===== src/logic/compass_readout_defs.vh =====
// Purpose: Shared constants for the compass sensor readout controller
// Assumes: 100 MHz system clock, 14-bit ADC, 100 Hz tilt PWM
// Notes: Timing figures kept in their own units; cycle counts derived
`ifndef COMPASS_READOUT_DEFS_VH
`define COMPASS_READOUT_DEFS_VH

// ----------------------------------------
// Clock and timing
// ----------------------------------------
`define CLK_MHZ 100
`define SR_WAIT_US 500
`define SETTLE_CYC_DFLT 200
`define CAL_EVERY_DFLT 8

// ----------------------------------------
// ADC and magnetic axes
// ----------------------------------------
`define ADC_W_DFLT 14
`define ZERO_CNT_DFLT 8192
`define AXIS_X 2'h0
`define AXIS_Y 2'h1
`define AXIS_Z 2'h2

// ----------------------------------------
// Tilt PWM decoding
// ----------------------------------------
`define PWM_RATE_HZ 100
`define PWM_PERIOD_CYC (`CLK_MHZ * 1000000 / `PWM_RATE_HZ)
`define PWM_HALF_CYC (`PWM_PERIOD_CYC / 2)
`define DUTY_SPAN_PCT 20
`define ANG_FULL_TENTHS 900
`define ANG_FRAC 20
`define ANG_MUL (`ANG_FULL_TENTHS * (1 << `ANG_FRAC) / (`PWM_PERIOD_CYC * `DUTY_SPAN_PCT / 100))
`define VERT_LIM_TENTHS 450
`define PWM_CNT_W 21

`endif


===== src/logic/compass_sensor_readout.v =====
// Purpose: Host-side readout sequencer for a two-axis compass sensor IC,
//          external Z axis and a PWM tilt sensor
// Assumes: ADC handshake on the same clock; tilt PWM pins asynchronous
// Notes: One acquisition per request; offsets refreshed every few requests
`timescale 1ns/1ps
`include "compass_readout_defs.vh"

// ----------------------------------------
// Tilt PWM duty meter, one per channel
// ----------------------------------------
module tilt_pwm_meter #(
  parameter CNT_W = `PWM_CNT_W,
  parameter integer HALF_CYC = `PWM_HALF_CYC,
  parameter integer ANG_MUL = `ANG_MUL
) (
  // Clock and reset
  input wire clk,
  input wire rstN,
  // Pin and result
  input wire pwmPin,
  output reg signed [11:0] angle_r
);
  localparam integer LIM_I = `ANG_FULL_TENTHS;
  // Integer constants cut to the arithmetic widths on purpose
  localparam signed [CNT_W:0] HALF = HALF_CYC[CNT_W:0];
  localparam signed [15:0] MUL = ANG_MUL[15:0];
  localparam signed [11:0] LIM = LIM_I[11:0];
  reg [1:0] sync_r;
  reg prev_r;
  reg [CNT_W-1:0] highCnt_r;
  wire rise;
  wire signed [CNT_W:0] dev;
  wire signed [CNT_W+16:0] prod;
  wire signed [CNT_W+16:0] ang;

  // Pin synchroniser; only the second stage is looked at
  always @(posedge clk or negedge rstN) begin
    if (!rstN) begin
      sync_r <= 2'h0;
      prev_r <= 1'b0;
    end else begin
      sync_r <= {sync_r[0], pwmPin};
      prev_r <= sync_r[1];
    end
  end
  assign rise = sync_r[1] & ~prev_r;

  assign dev = $signed({1'b0, highCnt_r}) - HALF;
  assign prod = dev * MUL;
  assign ang = prod >>> `ANG_FRAC;

  always @(posedge clk or negedge rstN) begin
    if (!rstN) begin
      highCnt_r <= {CNT_W{1'b0}};
      angle_r <= 12'sh000;
    end else if (rise) begin
      // Period boundary: convert last high time, clamp beyond 30..70 %
      highCnt_r <= {{(CNT_W-1){1'b0}}, 1'b1};
      if (ang > LIM)
        angle_r <= LIM;
      else if (ang < -LIM)
        angle_r <= -LIM;
      else
        angle_r <= ang[11:0];
    end else if (sync_r[1] && highCnt_r != {CNT_W{1'b1}}) begin
      highCnt_r <= highCnt_r + 1'b1; // Saturates if the pin sticks high
    end
  end
endmodule // tilt_pwm_meter

// ----------------------------------------
// Top level readout sequencer
// ----------------------------------------
module compass_sensor_readout #(
  parameter ADC_W = `ADC_W_DFLT,
  parameter [ADC_W-1:0] ZERO_CNT = `ZERO_CNT_DFLT,
  parameter [19:0] SR_WAIT_CYC = `SR_WAIT_US * `CLK_MHZ,
  parameter [19:0] SETTLE_CYC = `SETTLE_CYC_DFLT,
  parameter [7:0] CAL_EVERY = `CAL_EVERY_DFLT,
  parameter PWR_SAVE = 1
) (
  // Clock and reset
  input wire clk,
  input wire rst_b,
  // Request and results
  input wire acqStart,
  output reg busy_r,
  output reg magValid_r,
  output reg signed [ADC_W+2:0] magX_r,
  output reg signed [ADC_W+2:0] magY_r,
  output reg signed [ADC_W+2:0] magZ_r,
  output reg signed [11:0] pitch_r,
  output reg signed [11:0] roll_r,
  output reg fwdVertical_r,
  // Sensor pins
  output reg sensor_amp_supply_r,
  output reg strapPulse_r,
  output reg axisSelZ_r,
  // ADC handshake
  output reg adcStart_r,
  output reg adcChan_r,
  input wire adcDone,
  input wire [ADC_W-1:0] adcData,
  // Tilt PWM pins
  input wire pitchPwm,
  input wire rollPwm,
  input wire vertPwm
);
  localparam MW = ADC_W + 3;
  localparam [5:0] S_IDLE = 6'h01;
  localparam [5:0] S_SETTLE = 6'h02;
  localparam [5:0] S_SRWAIT = 6'h04;
  localparam [5:0] S_START = 6'h08;
  localparam [5:0] S_CONV = 6'h10;
  localparam [5:0] S_DONE = 6'h20;
  localparam integer VLIM_I = `VERT_LIM_TENTHS;
  localparam signed [11:0] VLIM = VLIM_I[11:0];

  reg [1:0] rstSync_r;
  wire rstN;
  reg [5:0] state_r;
  reg [19:0] waitCnt_r;
  reg [1:0] axis_r;
  reg phase_r;
  reg calRun_r;
  reg offValid_r;
  reg [7:0] acqCnt_r;
  reg [ADC_W-1:0] rstSmp_r [0:2];
  reg [ADC_W-1:0] setSmp_r [0:2];
  reg signed [MW-1:0] off_r [0:2];
  reg signed [MW-1:0] posD [0:2];
  reg signed [MW-1:0] negD [0:2];
  reg signed [MW-1:0] offNew [0:2];
  reg signed [MW-1:0] offUse [0:2];
  reg signed [MW-1:0] corr [0:2];
  wire signed [11:0] pitchAng;
  wire signed [11:0] rollAng;
  wire signed [11:0] vertAng;
  integer i;
  integer k; // Sequencer loop index, kept apart from the comb one

  // Reset release through two flops, assertion stays asynchronous
  always @(posedge clk or negedge rst_b) begin
    if (!rst_b)
      rstSync_r <= 2'h0;
    else
      rstSync_r <= {rstSync_r[0], 1'b1};
  end
  assign rstN = rstSync_r[1];

  // Tilt channels, free running between acquisitions
  tilt_pwm_meter u_pitch (.clk(clk), .rstN(rstN), .pwmPin(pitchPwm), .angle_r(pitchAng));
  tilt_pwm_meter u_roll (.clk(clk), .rstN(rstN), .pwmPin(rollPwm), .angle_r(rollAng));
  tilt_pwm_meter u_vert (.clk(clk), .rstN(rstN), .pwmPin(vertPwm), .angle_r(vertAng));

  // Offset arithmetic on the held samples
  always @* begin
    for (i = 0; i < 3; i = i + 1) begin
      posD[i] = $signed({3'b000, setSmp_r[i]}) - $signed({3'b000, ZERO_CNT});
      negD[i] = $signed({3'b000, rstSmp_r[i]}) - $signed({3'b000, ZERO_CNT});
      offNew[i] = (posD[i] + negD[i]) >>> 1;
      offUse[i] = calRun_r ? offNew[i] : off_r[i];
      corr[i] = posD[i] - offUse[i];
    end
  end

  // Acquisition sequencer
  always @(posedge clk or negedge rstN) begin
    if (!rstN) begin
      state_r <= S_IDLE;
      waitCnt_r <= 20'h00000;
      axis_r <= `AXIS_X;
      phase_r <= 1'b0;
      calRun_r <= 1'b0;
      offValid_r <= 1'b0;
      acqCnt_r <= 8'h00;
      busy_r <= 1'b0;
      magValid_r <= 1'b0;
      magX_r <= {MW{1'b0}};
      magY_r <= {MW{1'b0}};
      magZ_r <= {MW{1'b0}};
      pitch_r <= 12'sh000;
      roll_r <= 12'sh000;
      fwdVertical_r <= 1'b0;
      sensor_amp_supply_r <= 1'b0;
      strapPulse_r <= 1'b1;
      axisSelZ_r <= 1'b0;
      adcStart_r <= 1'b0;
      adcChan_r <= 1'b0;
      for (k = 0; k < 3; k = k + 1) begin
        rstSmp_r[k] <= {ADC_W{1'b0}};
        setSmp_r[k] <= {ADC_W{1'b0}};
        off_r[k] <= {MW{1'b0}};
      end
    end else begin
      magValid_r <= 1'b0;
      adcStart_r <= 1'b0;
      case (state_r)
        S_IDLE: begin
          if (acqStart) begin
            busy_r <= 1'b1;
            sensor_amp_supply_r <= 1'b1;
            axisSelZ_r <= 1'b0;
            axis_r <= `AXIS_X;
            calRun_r <= ~offValid_r | (acqCnt_r == 8'h00);
            phase_r <= offValid_r & (acqCnt_r != 8'h00);
            waitCnt_r <= SETTLE_CYC;
            state_r <= S_SETTLE;
          end
        end
        S_SETTLE: begin
          if (waitCnt_r != 20'h00000) begin
            waitCnt_r <= waitCnt_r - 1'b1;
          end else if (calRun_r && !phase_r && strapPulse_r) begin
            strapPulse_r <= 1'b0;
            waitCnt_r <= SR_WAIT_CYC;
            state_r <= S_SRWAIT;
          end else begin
            state_r <= S_START;
          end
        end
        S_SRWAIT: begin
          // Hold off conversions after strap edge
          if (waitCnt_r != 20'h00000)
            waitCnt_r <= waitCnt_r - 1'b1;
          else
            state_r <= S_START;
        end
        S_START: begin
          adcStart_r <= 1'b1;
          adcChan_r <= (axis_r != `AXIS_X);
          state_r <= S_CONV;
        end
        S_CONV: begin
          if (adcDone) begin
            if (phase_r)
              setSmp_r[axis_r] <= adcData;
            else
              rstSmp_r[axis_r] <= adcData;
            if (axis_r == `AXIS_X) begin
              axis_r <= `AXIS_Y;
              state_r <= S_START;
            end else if (axis_r == `AXIS_Y) begin
              axis_r <= `AXIS_Z;
              axisSelZ_r <= 1'b1;
              waitCnt_r <= SETTLE_CYC;
              state_r <= S_SETTLE;
            end else if (!phase_r) begin
              axisSelZ_r <= 1'b0;
              axis_r <= `AXIS_X;
              phase_r <= 1'b1;
              strapPulse_r <= 1'b1;
              // Edges spaced by full measurement pass
              waitCnt_r <= SR_WAIT_CYC;
              state_r <= S_SRWAIT;
            end else begin
              axisSelZ_r <= 1'b0;
              state_r <= S_DONE;
            end
          end
        end
        S_DONE: begin
          magX_r <= corr[0];
          magY_r <= corr[1];
          magZ_r <= corr[2];
          if (calRun_r) begin
            offValid_r <= 1'b1;
            for (k = 0; k < 3; k = k + 1)
              off_r[k] <= offNew[k];
          end
          // Tilt latched with the magnetic set
          pitch_r <= pitchAng;
          roll_r <= rollAng;
          // Upright when third axis near level
          fwdVertical_r <= (vertAng < VLIM) && (vertAng > -VLIM);
          acqCnt_r <= (acqCnt_r >= CAL_EVERY - 8'h01) ? 8'h00 : acqCnt_r + 8'h01;
          sensor_amp_supply_r <= (PWR_SAVE == 0);
          magValid_r <= 1'b1;
          busy_r <= 1'b0;
          state_r <= S_IDLE;
        end
        default: begin
          state_r <= S_IDLE;
        end
      endcase
    end
  end
endmodule // compass_sensor_readout


===== config.mk =====
export PLATFORM = sky130hd
export DESIGN_NAME = compass_sensor_readout
export DESIGN_NICKNAME = d
export VERILOG_FILES = /design/src/logic/compass_sensor_readout.v
export VERILOG_INCLUDE_DIRS = /design/src /design/src/logic
export SDC_FILE = /design/constraint.sdc
export NUM_CORES = 2
export LEC_CHECK = 0
export BUFFER_PORTS_ARGS = -buffer_cell sky130_fd_sc_hd__buf_2
export CORE_ASPECT_RATIO = 1.75
export CORE_MARGIN = 2
export CORE_UTILIZATION = 60
export CTS_CLUSTER_DIAMETER = 80
export DETAILED_ROUTE_END_ITERATION = 12
export GPL_TIMING_DRIVEN = 0
export PLACE_DENSITY_LB_ADDON = 0.3
export SLEW_MARGIN = 10
export SYNTH_ARGS = -nofsm -noshare
export SYNTH_HDL_FRONTEND = slang
export SYNTH_SLANG_ARGS = --single-unit
export TNS_END_PERCENT = 1

===== constraint.sdc =====
create_clock -name clk -period 15.7 [get_ports clk]
set_clock_uncertainty 0.1 [all_clocks]
set_input_delay 2.355 -clock clk [delete_from_list [all_inputs] [get_ports clk]]
set_output_delay 2.355 -clock clk [all_outputs]
set_load 0.02 [all_outputs]

**Word-level counts from Yosys, hierarchy flattened**

Index checks and enable logic that the tools add are counted.

- Add/subtract/negate cells: 20
- Multipliers: 3
- $lt $le $gt $ge: 11
- Equality and inequality tests: 22
- Multiplexer cells: 65
- Bitwise gates (word level): 11
- Reductions and logical operators: 31

Operators with widths:

| cell | number |
|---|---|
| two-way mux 20 bit | 8 |
| two-way mux 21 bit | 6 |
| multiplier 22 x 13 -> 35 bit, second input constant | 3 |
| subtractor 14 x 14 -> 15 bit, second input constant | 6 |
| bitwise mux 42 bit | 2 |
| case mux 20 bit (4 select lines) | 1 |
| two-way mux 12 bit | 6 |
| subtractor 21 x 19 -> 22 bit, second input constant | 3 |
| adder 21 x 1 -> 21 bit, second input constant | 3 |
| != test 21 bit, second input constant | 3 |
| two-way mux 17 bit | 3 |
| subtractor 15 x 17 -> 17 bit | 3 |
| adder 15 x 15 -> 16 bit | 3 |
| greater-than comparator 16 x 11 -> 1 bit, second input constant | 3 |
| < comparator 16 x 11 -> 1 bit, second input constant | 3 |
| two-way mux 6 bit | 7 |
| case mux 6 bit (5 select lines) | 1 |
| demux 14 bit (select 2 bit) | 1 |
| nonzero test 20 bit | 1 |
| subtractor 20 x 1 -> 20 bit, second input constant | 1 |
| != test 2 bit, second input constant | 9 |
| two-way mux 1 bit | 17 |
| two-way mux 14 bit | 1 |
| AND reduction 7 bit | 2 |
| 35 further kinds | 67 |

- Flip-flop bits (word level): 360
- Output and inout port bits: 83
- Logic and storage cells: 204

**Depth between registers and ports, before layout**

- Depth after elaboration: 6
- Mapped depth: 30
- Gate-level depth less buffers: 28

**Hierarchy**

Synthesis repeated with hierarchy kept, for this count alone.

- Cell total of the unflattened synthesis: 4,268
- Area total of the unflattened synthesis: 38,184.1 sq um

Modules (own cells, without submodules):

| module | times used | cells each | area an instance (sq um) | sequential area each (sq um) |
|---|---|---|---|---|
| compass_sensor_readout | 1 | 1,519 | 14,737.9 | 6,308.6 |
| tilt_pwm_meter (u_roll) | 1 | 943 | 7,913.8 | 900.9 |
| tilt_pwm_meter (u_vert) | 1 | 894 | 7,767.4 | 900.9 |
| tilt_pwm_meter (u_pitch) | 1 | 912 | 7,764.9 | 900.9 |

**Worst setup path after synthesis**

Ideal clock, no wire load.

- Kind: register -> register
- From: reg u_roll.highCnt_r[5]
- To: reg u_roll.angle_r[0]
- Library setup time: 0.122 ns
- Arrival: 7.312 ns
- Path slack: 8.166 ns
- Cell stages (with the launch flop): 29
- Buffers on the path: 1
- Period minus slack after synthesis: 7.534 ns
- Cell sequence: dfrtp_1 inv_1 ha_1 nand2b_1 a211oi_1 nand2_1 a21oi_2 nor2_1 xnor2_1 ha_1 inv_1 fa_1 fa_1 inv_1 fa_1 inv_1 fa_1 inv_1 ha_1 clkbuf_1 a211o_1 a211oi_1 a211oi_2 a21o_1 a31o_2 a2111oi_2 a311oi_4 a21o_1 a32o_1

- Longest elaborated chain between the ends: 5

Ends and longest elaborated chain:

| what | line | RTL |
|---|---|---|
| start: declaration | compass_sensor_readout.v:30 | `reg [CNT_W-1:0] highCnt_r;` |
| start signal: assignment | compass_sensor_readout.v:54 | `highCnt_r <= {CNT_W{1'b0}};` |
| start signal: assignment | compass_sensor_readout.v:58 | `highCnt_r <= {{(CNT_W-1){1'b0}}, 1'b1};` |
| start signal: assignment | compass_sensor_readout.v:66 | `highCnt_r <= highCnt_r + 1'b1;` |
| subtractor 21 x 19 -> 22 bit * | compass_sensor_readout.v:48 | `assign dev = $signed({1'b0, highCnt_r}) - HALF;` |
| multiplier 22 x 13 -> 35 bit * | compass_sensor_readout.v:49 | `assign prod = dev * MUL;` |
| < comparator 16 x 11 -> 1 bit | compass_sensor_readout.v:61 | `else if (ang < -LIM)` |
| two-way mux 12 bit | compass_sensor_readout.v:61 |  |
| two-way mux 12 bit * | compass_sensor_readout.v:59 | `if (ang > LIM)` |
| end signal: assignment | compass_sensor_readout.v:62 | `angle_r <= -LIM;` |
| end signal: assignment | compass_sensor_readout.v:64 | `angle_r <= ang[11:0];` |
| end: declaration | compass_sensor_readout.v:21 | `output reg signed [11:0] angle_r` |

Every way passes the cells marked *; elsewhere a longest branch is shown, timed or not.
A chain may end at the register's enable or synchronous reset.

**Worst setup path after layout**

- From: reg u_roll.highCnt_r[5]
- To: reg u_roll.angle_r[7]

The elaborated chain is that of the path after synthesis.

==> metrics.md <==
| Metric | Value |
|---|---|
| Crit Path Max Fanout | `10` |
| Crit share post-route | `55.85%` |
| # clock sinks | `360` |
| R2R Path Start | `u_roll.highCnt_r[5]` |
| Final Power | `3.519 mW` |
| DIE WIDTH | `190.6 µm` |
| Initial Util | `60.75%` |
| Setup tns final | `0 ps` |
| CTS H-tree depth | `2` |
| RSZ-0062 raised after global routing | `no` |
| End of the critical path | `u_roll.angle_r[7]` |
| Register area share after synthesis | `24.66%` |
| Worst Path Arrival | `9090 ps` |
| CTS Buf Count | `38` |
| Syn_nets | `4,751` |
| Initial antenna violation count | `0` |
| Ys Warns | `0` |
| Post-synthesis instance total | `4,015` |
| Worst EP required | `16,020 ps` |
| Slowest CP cell | `xnor2_1` |
| CP Class | `reg2reg` |
| DIE AREA | `62,970 µm²` |
| Pre-CTS setup slack | `6954 ps` |
| Fin nets | `4,900` |
| Final setup margin | `6931 ps` |
| HPWL after DPL | `69.96 mm` |
| CP dominant cell by count | `inv_1` |
| Commonest non-fill, non-tap cell in the layout | `inv_1` |
| Max Cap Viol | `0` |
| GRT Resource Usage Total | `28.47%` |
| CTS tree | `built` |
| Worst Tran Pin Value | `1009 ps` |
| CTS resizes | `0` |
| Worst Setup End Kind | `flip-flop` |
| Via count | `27,787` |
| Num ports | `104` |
| Clock insertion delay at the later pin of the skew report | `600 ps` |
| Synth Flop Type | `dfrtp_1` |
| Root buf cell | `clkbuf_16` |
| Maximum vdd drop | `86.22 µV` |
| CP startpoint | `u_roll.highCnt_r[5]` |
| Number of port buffers | `103` |
| Synth top area share | `24.52%` |
| Post-route ant nets | `0` |
| Reg clk slew, reported paths | `70 ps` |
| Largest net degree at the start of global routing | `67` |
| WL/cell | `17.21 µm` |
| Reg2reg path depth | `28` |
| Mapped cell area | `36,540 µm²` |
| Vias in the first global route | `29,924` |
| Hold-fix buffers at CTS | `0` |
| CP max stage delay | `660 ps` |
| Min Hold Slack | `167.3 ps` |
| Terminus of the critical flop-to-flop path | `u_roll.angle_r[7]` |
| Synth area leaders | `dfrtp_1 (25%), fa_1 (16%), ha_1 (15%)` |
| Minimum clock period | `8769 ps` |
| Asr flop ratio synth | `100.0%` |
| DR iter-0 viols | `1,119` |
| Peak Freq | `114.0 MHz` |
| Commonest non-fill, non-tap cells in the layout | `inv_1 (830), ha_1 (427), dfrtp_1 (357)` |
| Top cell type by total area after synthesis | `dfrtp_1` |
| Power per cell area | `88.85 nW/µm²` |
| Via density | `5.581` |
| R2R setup slack | `6930 ps` |
| Mean Syn Cell Area | `9.102 µm²` |
| Post-synth EDFFs | `0` |
| Final wirelength | `85.68 mm` |
| DIE HEIGHT | `330.5 µm` |
| Layout cells sized above 1 | `8.681%` |
| Cell variety after synth | `98` |
| CTS Buffer Depth | `3` |
| Hold crit path type | `reg2async` |
| Outcome | `completed` |
| Leakage | `20.91 nW` |
| Area of the core | `60,150 µm²` |
| Diodes inserted | `0` |
| Placer Congestion | `0.9448` |
| P&R area growth vs syn | `8.392%` |
| First-pass GRT wire length | `143.6 mm` |
| Hold Fails Final Rpt | `0` |
| Initial DRT Pass Iterations | `5` |
| Startpoint types | `flip-flop` |
| Synthesis-stage register bit count | `360` |
| Drt drc | `0` |
| Final max-slew violation count | `0` |
| # rows | `119` |
| Post-CTS Setup Repair Bufs | `0` |
| Overflow left after global routing | `0` |
| Final core utilization | `65.85%` |
| Max-slew headroom | `32.23%` |
| Setup-failing EPs final | `0` |
==> flip-flops by register name, indices dropped and copies added, names as in the netlist, 17 cells and up <==
name / count
magX_r: 17
magY_r: 17
magZ_r: 17
off_r: 45
rstSmp_r: 42
setSmp_r: 42
u_pitch.highCnt_r: 21
u_roll.highCnt_r: 21
u_vert.highCnt_r: 21
waitCnt_r: 20
==> power by group <==
group | internal, mW | total [mW] | switching (mW)
clock | 0.577 | 1.00 | 0.427
sequential | 0.981 | 1.04 | 0.0585
combinational | 0.610 | 1.48 | 0.866
total | 2.17 | 3.52 | 1.35
==> metal layers <==
layer  wire length (µm)  global-route usage, %  up-vias  part of all wire, %
met5                  0                      0        -                    0
met4               5729                  16.90        0                  6.7
met3               2608                  2.850      290                  3.0
met2              46690                  55.48      550                   54
met1              30650                  28.87    13507                   36
li1                   -                      -    13440                    -
==> worst max-delay path, delay by kind of cell (launching register included) <==
kind,cells,cell delay [ps]
buf+inv,6,790
xor+xnor,1,660
simple gates,5,850
flops,1,500
compound gates,9,2820
fa+ha+maj,7,2870
==> per-stage QoR <==
stage,cells,area (µm²)
after global routing,4979,39610
after CTS,4979,39610
final,4979,39610
after global placement,4904,38040
after detailed placement,4910,38210
after floorplan,4015,36540
==> area by class of cell <==
| cell class | count | area (µm²) |
|---|---|---|
| well taps | 786 | 983.4 |
| multi-input cells | 2725 | 24020 |
| flip-flops and latches | 360 | 9015 |
| clock buffers | 53 | 1117 |
| inverters | 833 | 3129 |
| plain buffers | 97 | 391.6 |
| clock inverters | 16 | 282.8 |
| fillers | 4931 | 20540 |
| repair buffers | 109 | 673.1 |
==> worst min-delay path by stage <==
stage | slack, ps | to | from
after floorplan | 230 | rstSync_r[1] | rstSync_r[0]
after global placement | 230 | u_vert.sync_r[1] | u_vert.sync_r[0]
after detailed placement | 200 | magZ_r[10] | rstSync_r[1]
after CTS | 190 | magY_r[11] | rstSync_r[1]
after global routing | 210 | magZ_r[2] | rstSync_r[1]
final | 170 | magZ_r[2] | rstSync_r[1]
==> logic make-up (layout without fill, tap and decap cells) <==
kind of cell,Yosys count,count (layout),synth area share [%]
other cells,1,1,0.01026
mux,167,167,4.996
flops,360,360,24.66
compound gates,674,674,12.51
xor+xnor,262,262,6.280
simple gates,906,906,11.52
fa+ha+maj,715,715,30.40
buf+inv,930,1108,9.632
==> synthesized netlist by cell type (6+ instances only) <==
cell / instances
a21o_1: 56
nor3b_1: 8
xnor2_1: 159
o211ai_1: 27
buf_2: 15
a31o_2: 8
or2_2: 8
and3_1: 25
o2111ai_1: 8
a2111oi_0: 6
buf_1: 9
mux2_2: 119
nor2b_1: 24
a211o_1: 10
o21ai_0: 175
a311oi_1: 7
fa_1: 288
ha_1: 427
xor2_1: 103
a211oi_1: 25
inv_1: 830
a41o_1: 11
mux2i_1: 47
nand2_1: 320
o31ai_1: 15
o22a_1: 16
clkbuf_1: 71
and4_1: 6
o21bai_1: 15
a21oi_1: 156
a21boi_0: 12
nand3_1: 60
nor2_1: 228
nor4_1: 17
nand3b_1: 6
dfrtp_1: 358
nand4_1: 25
o21a_1: 26
a31oi_1: 15
nor3_1: 73
nand2b_1: 36
or3_1: 27
and2_1: 29
Power figures use the tool's default switching activity.
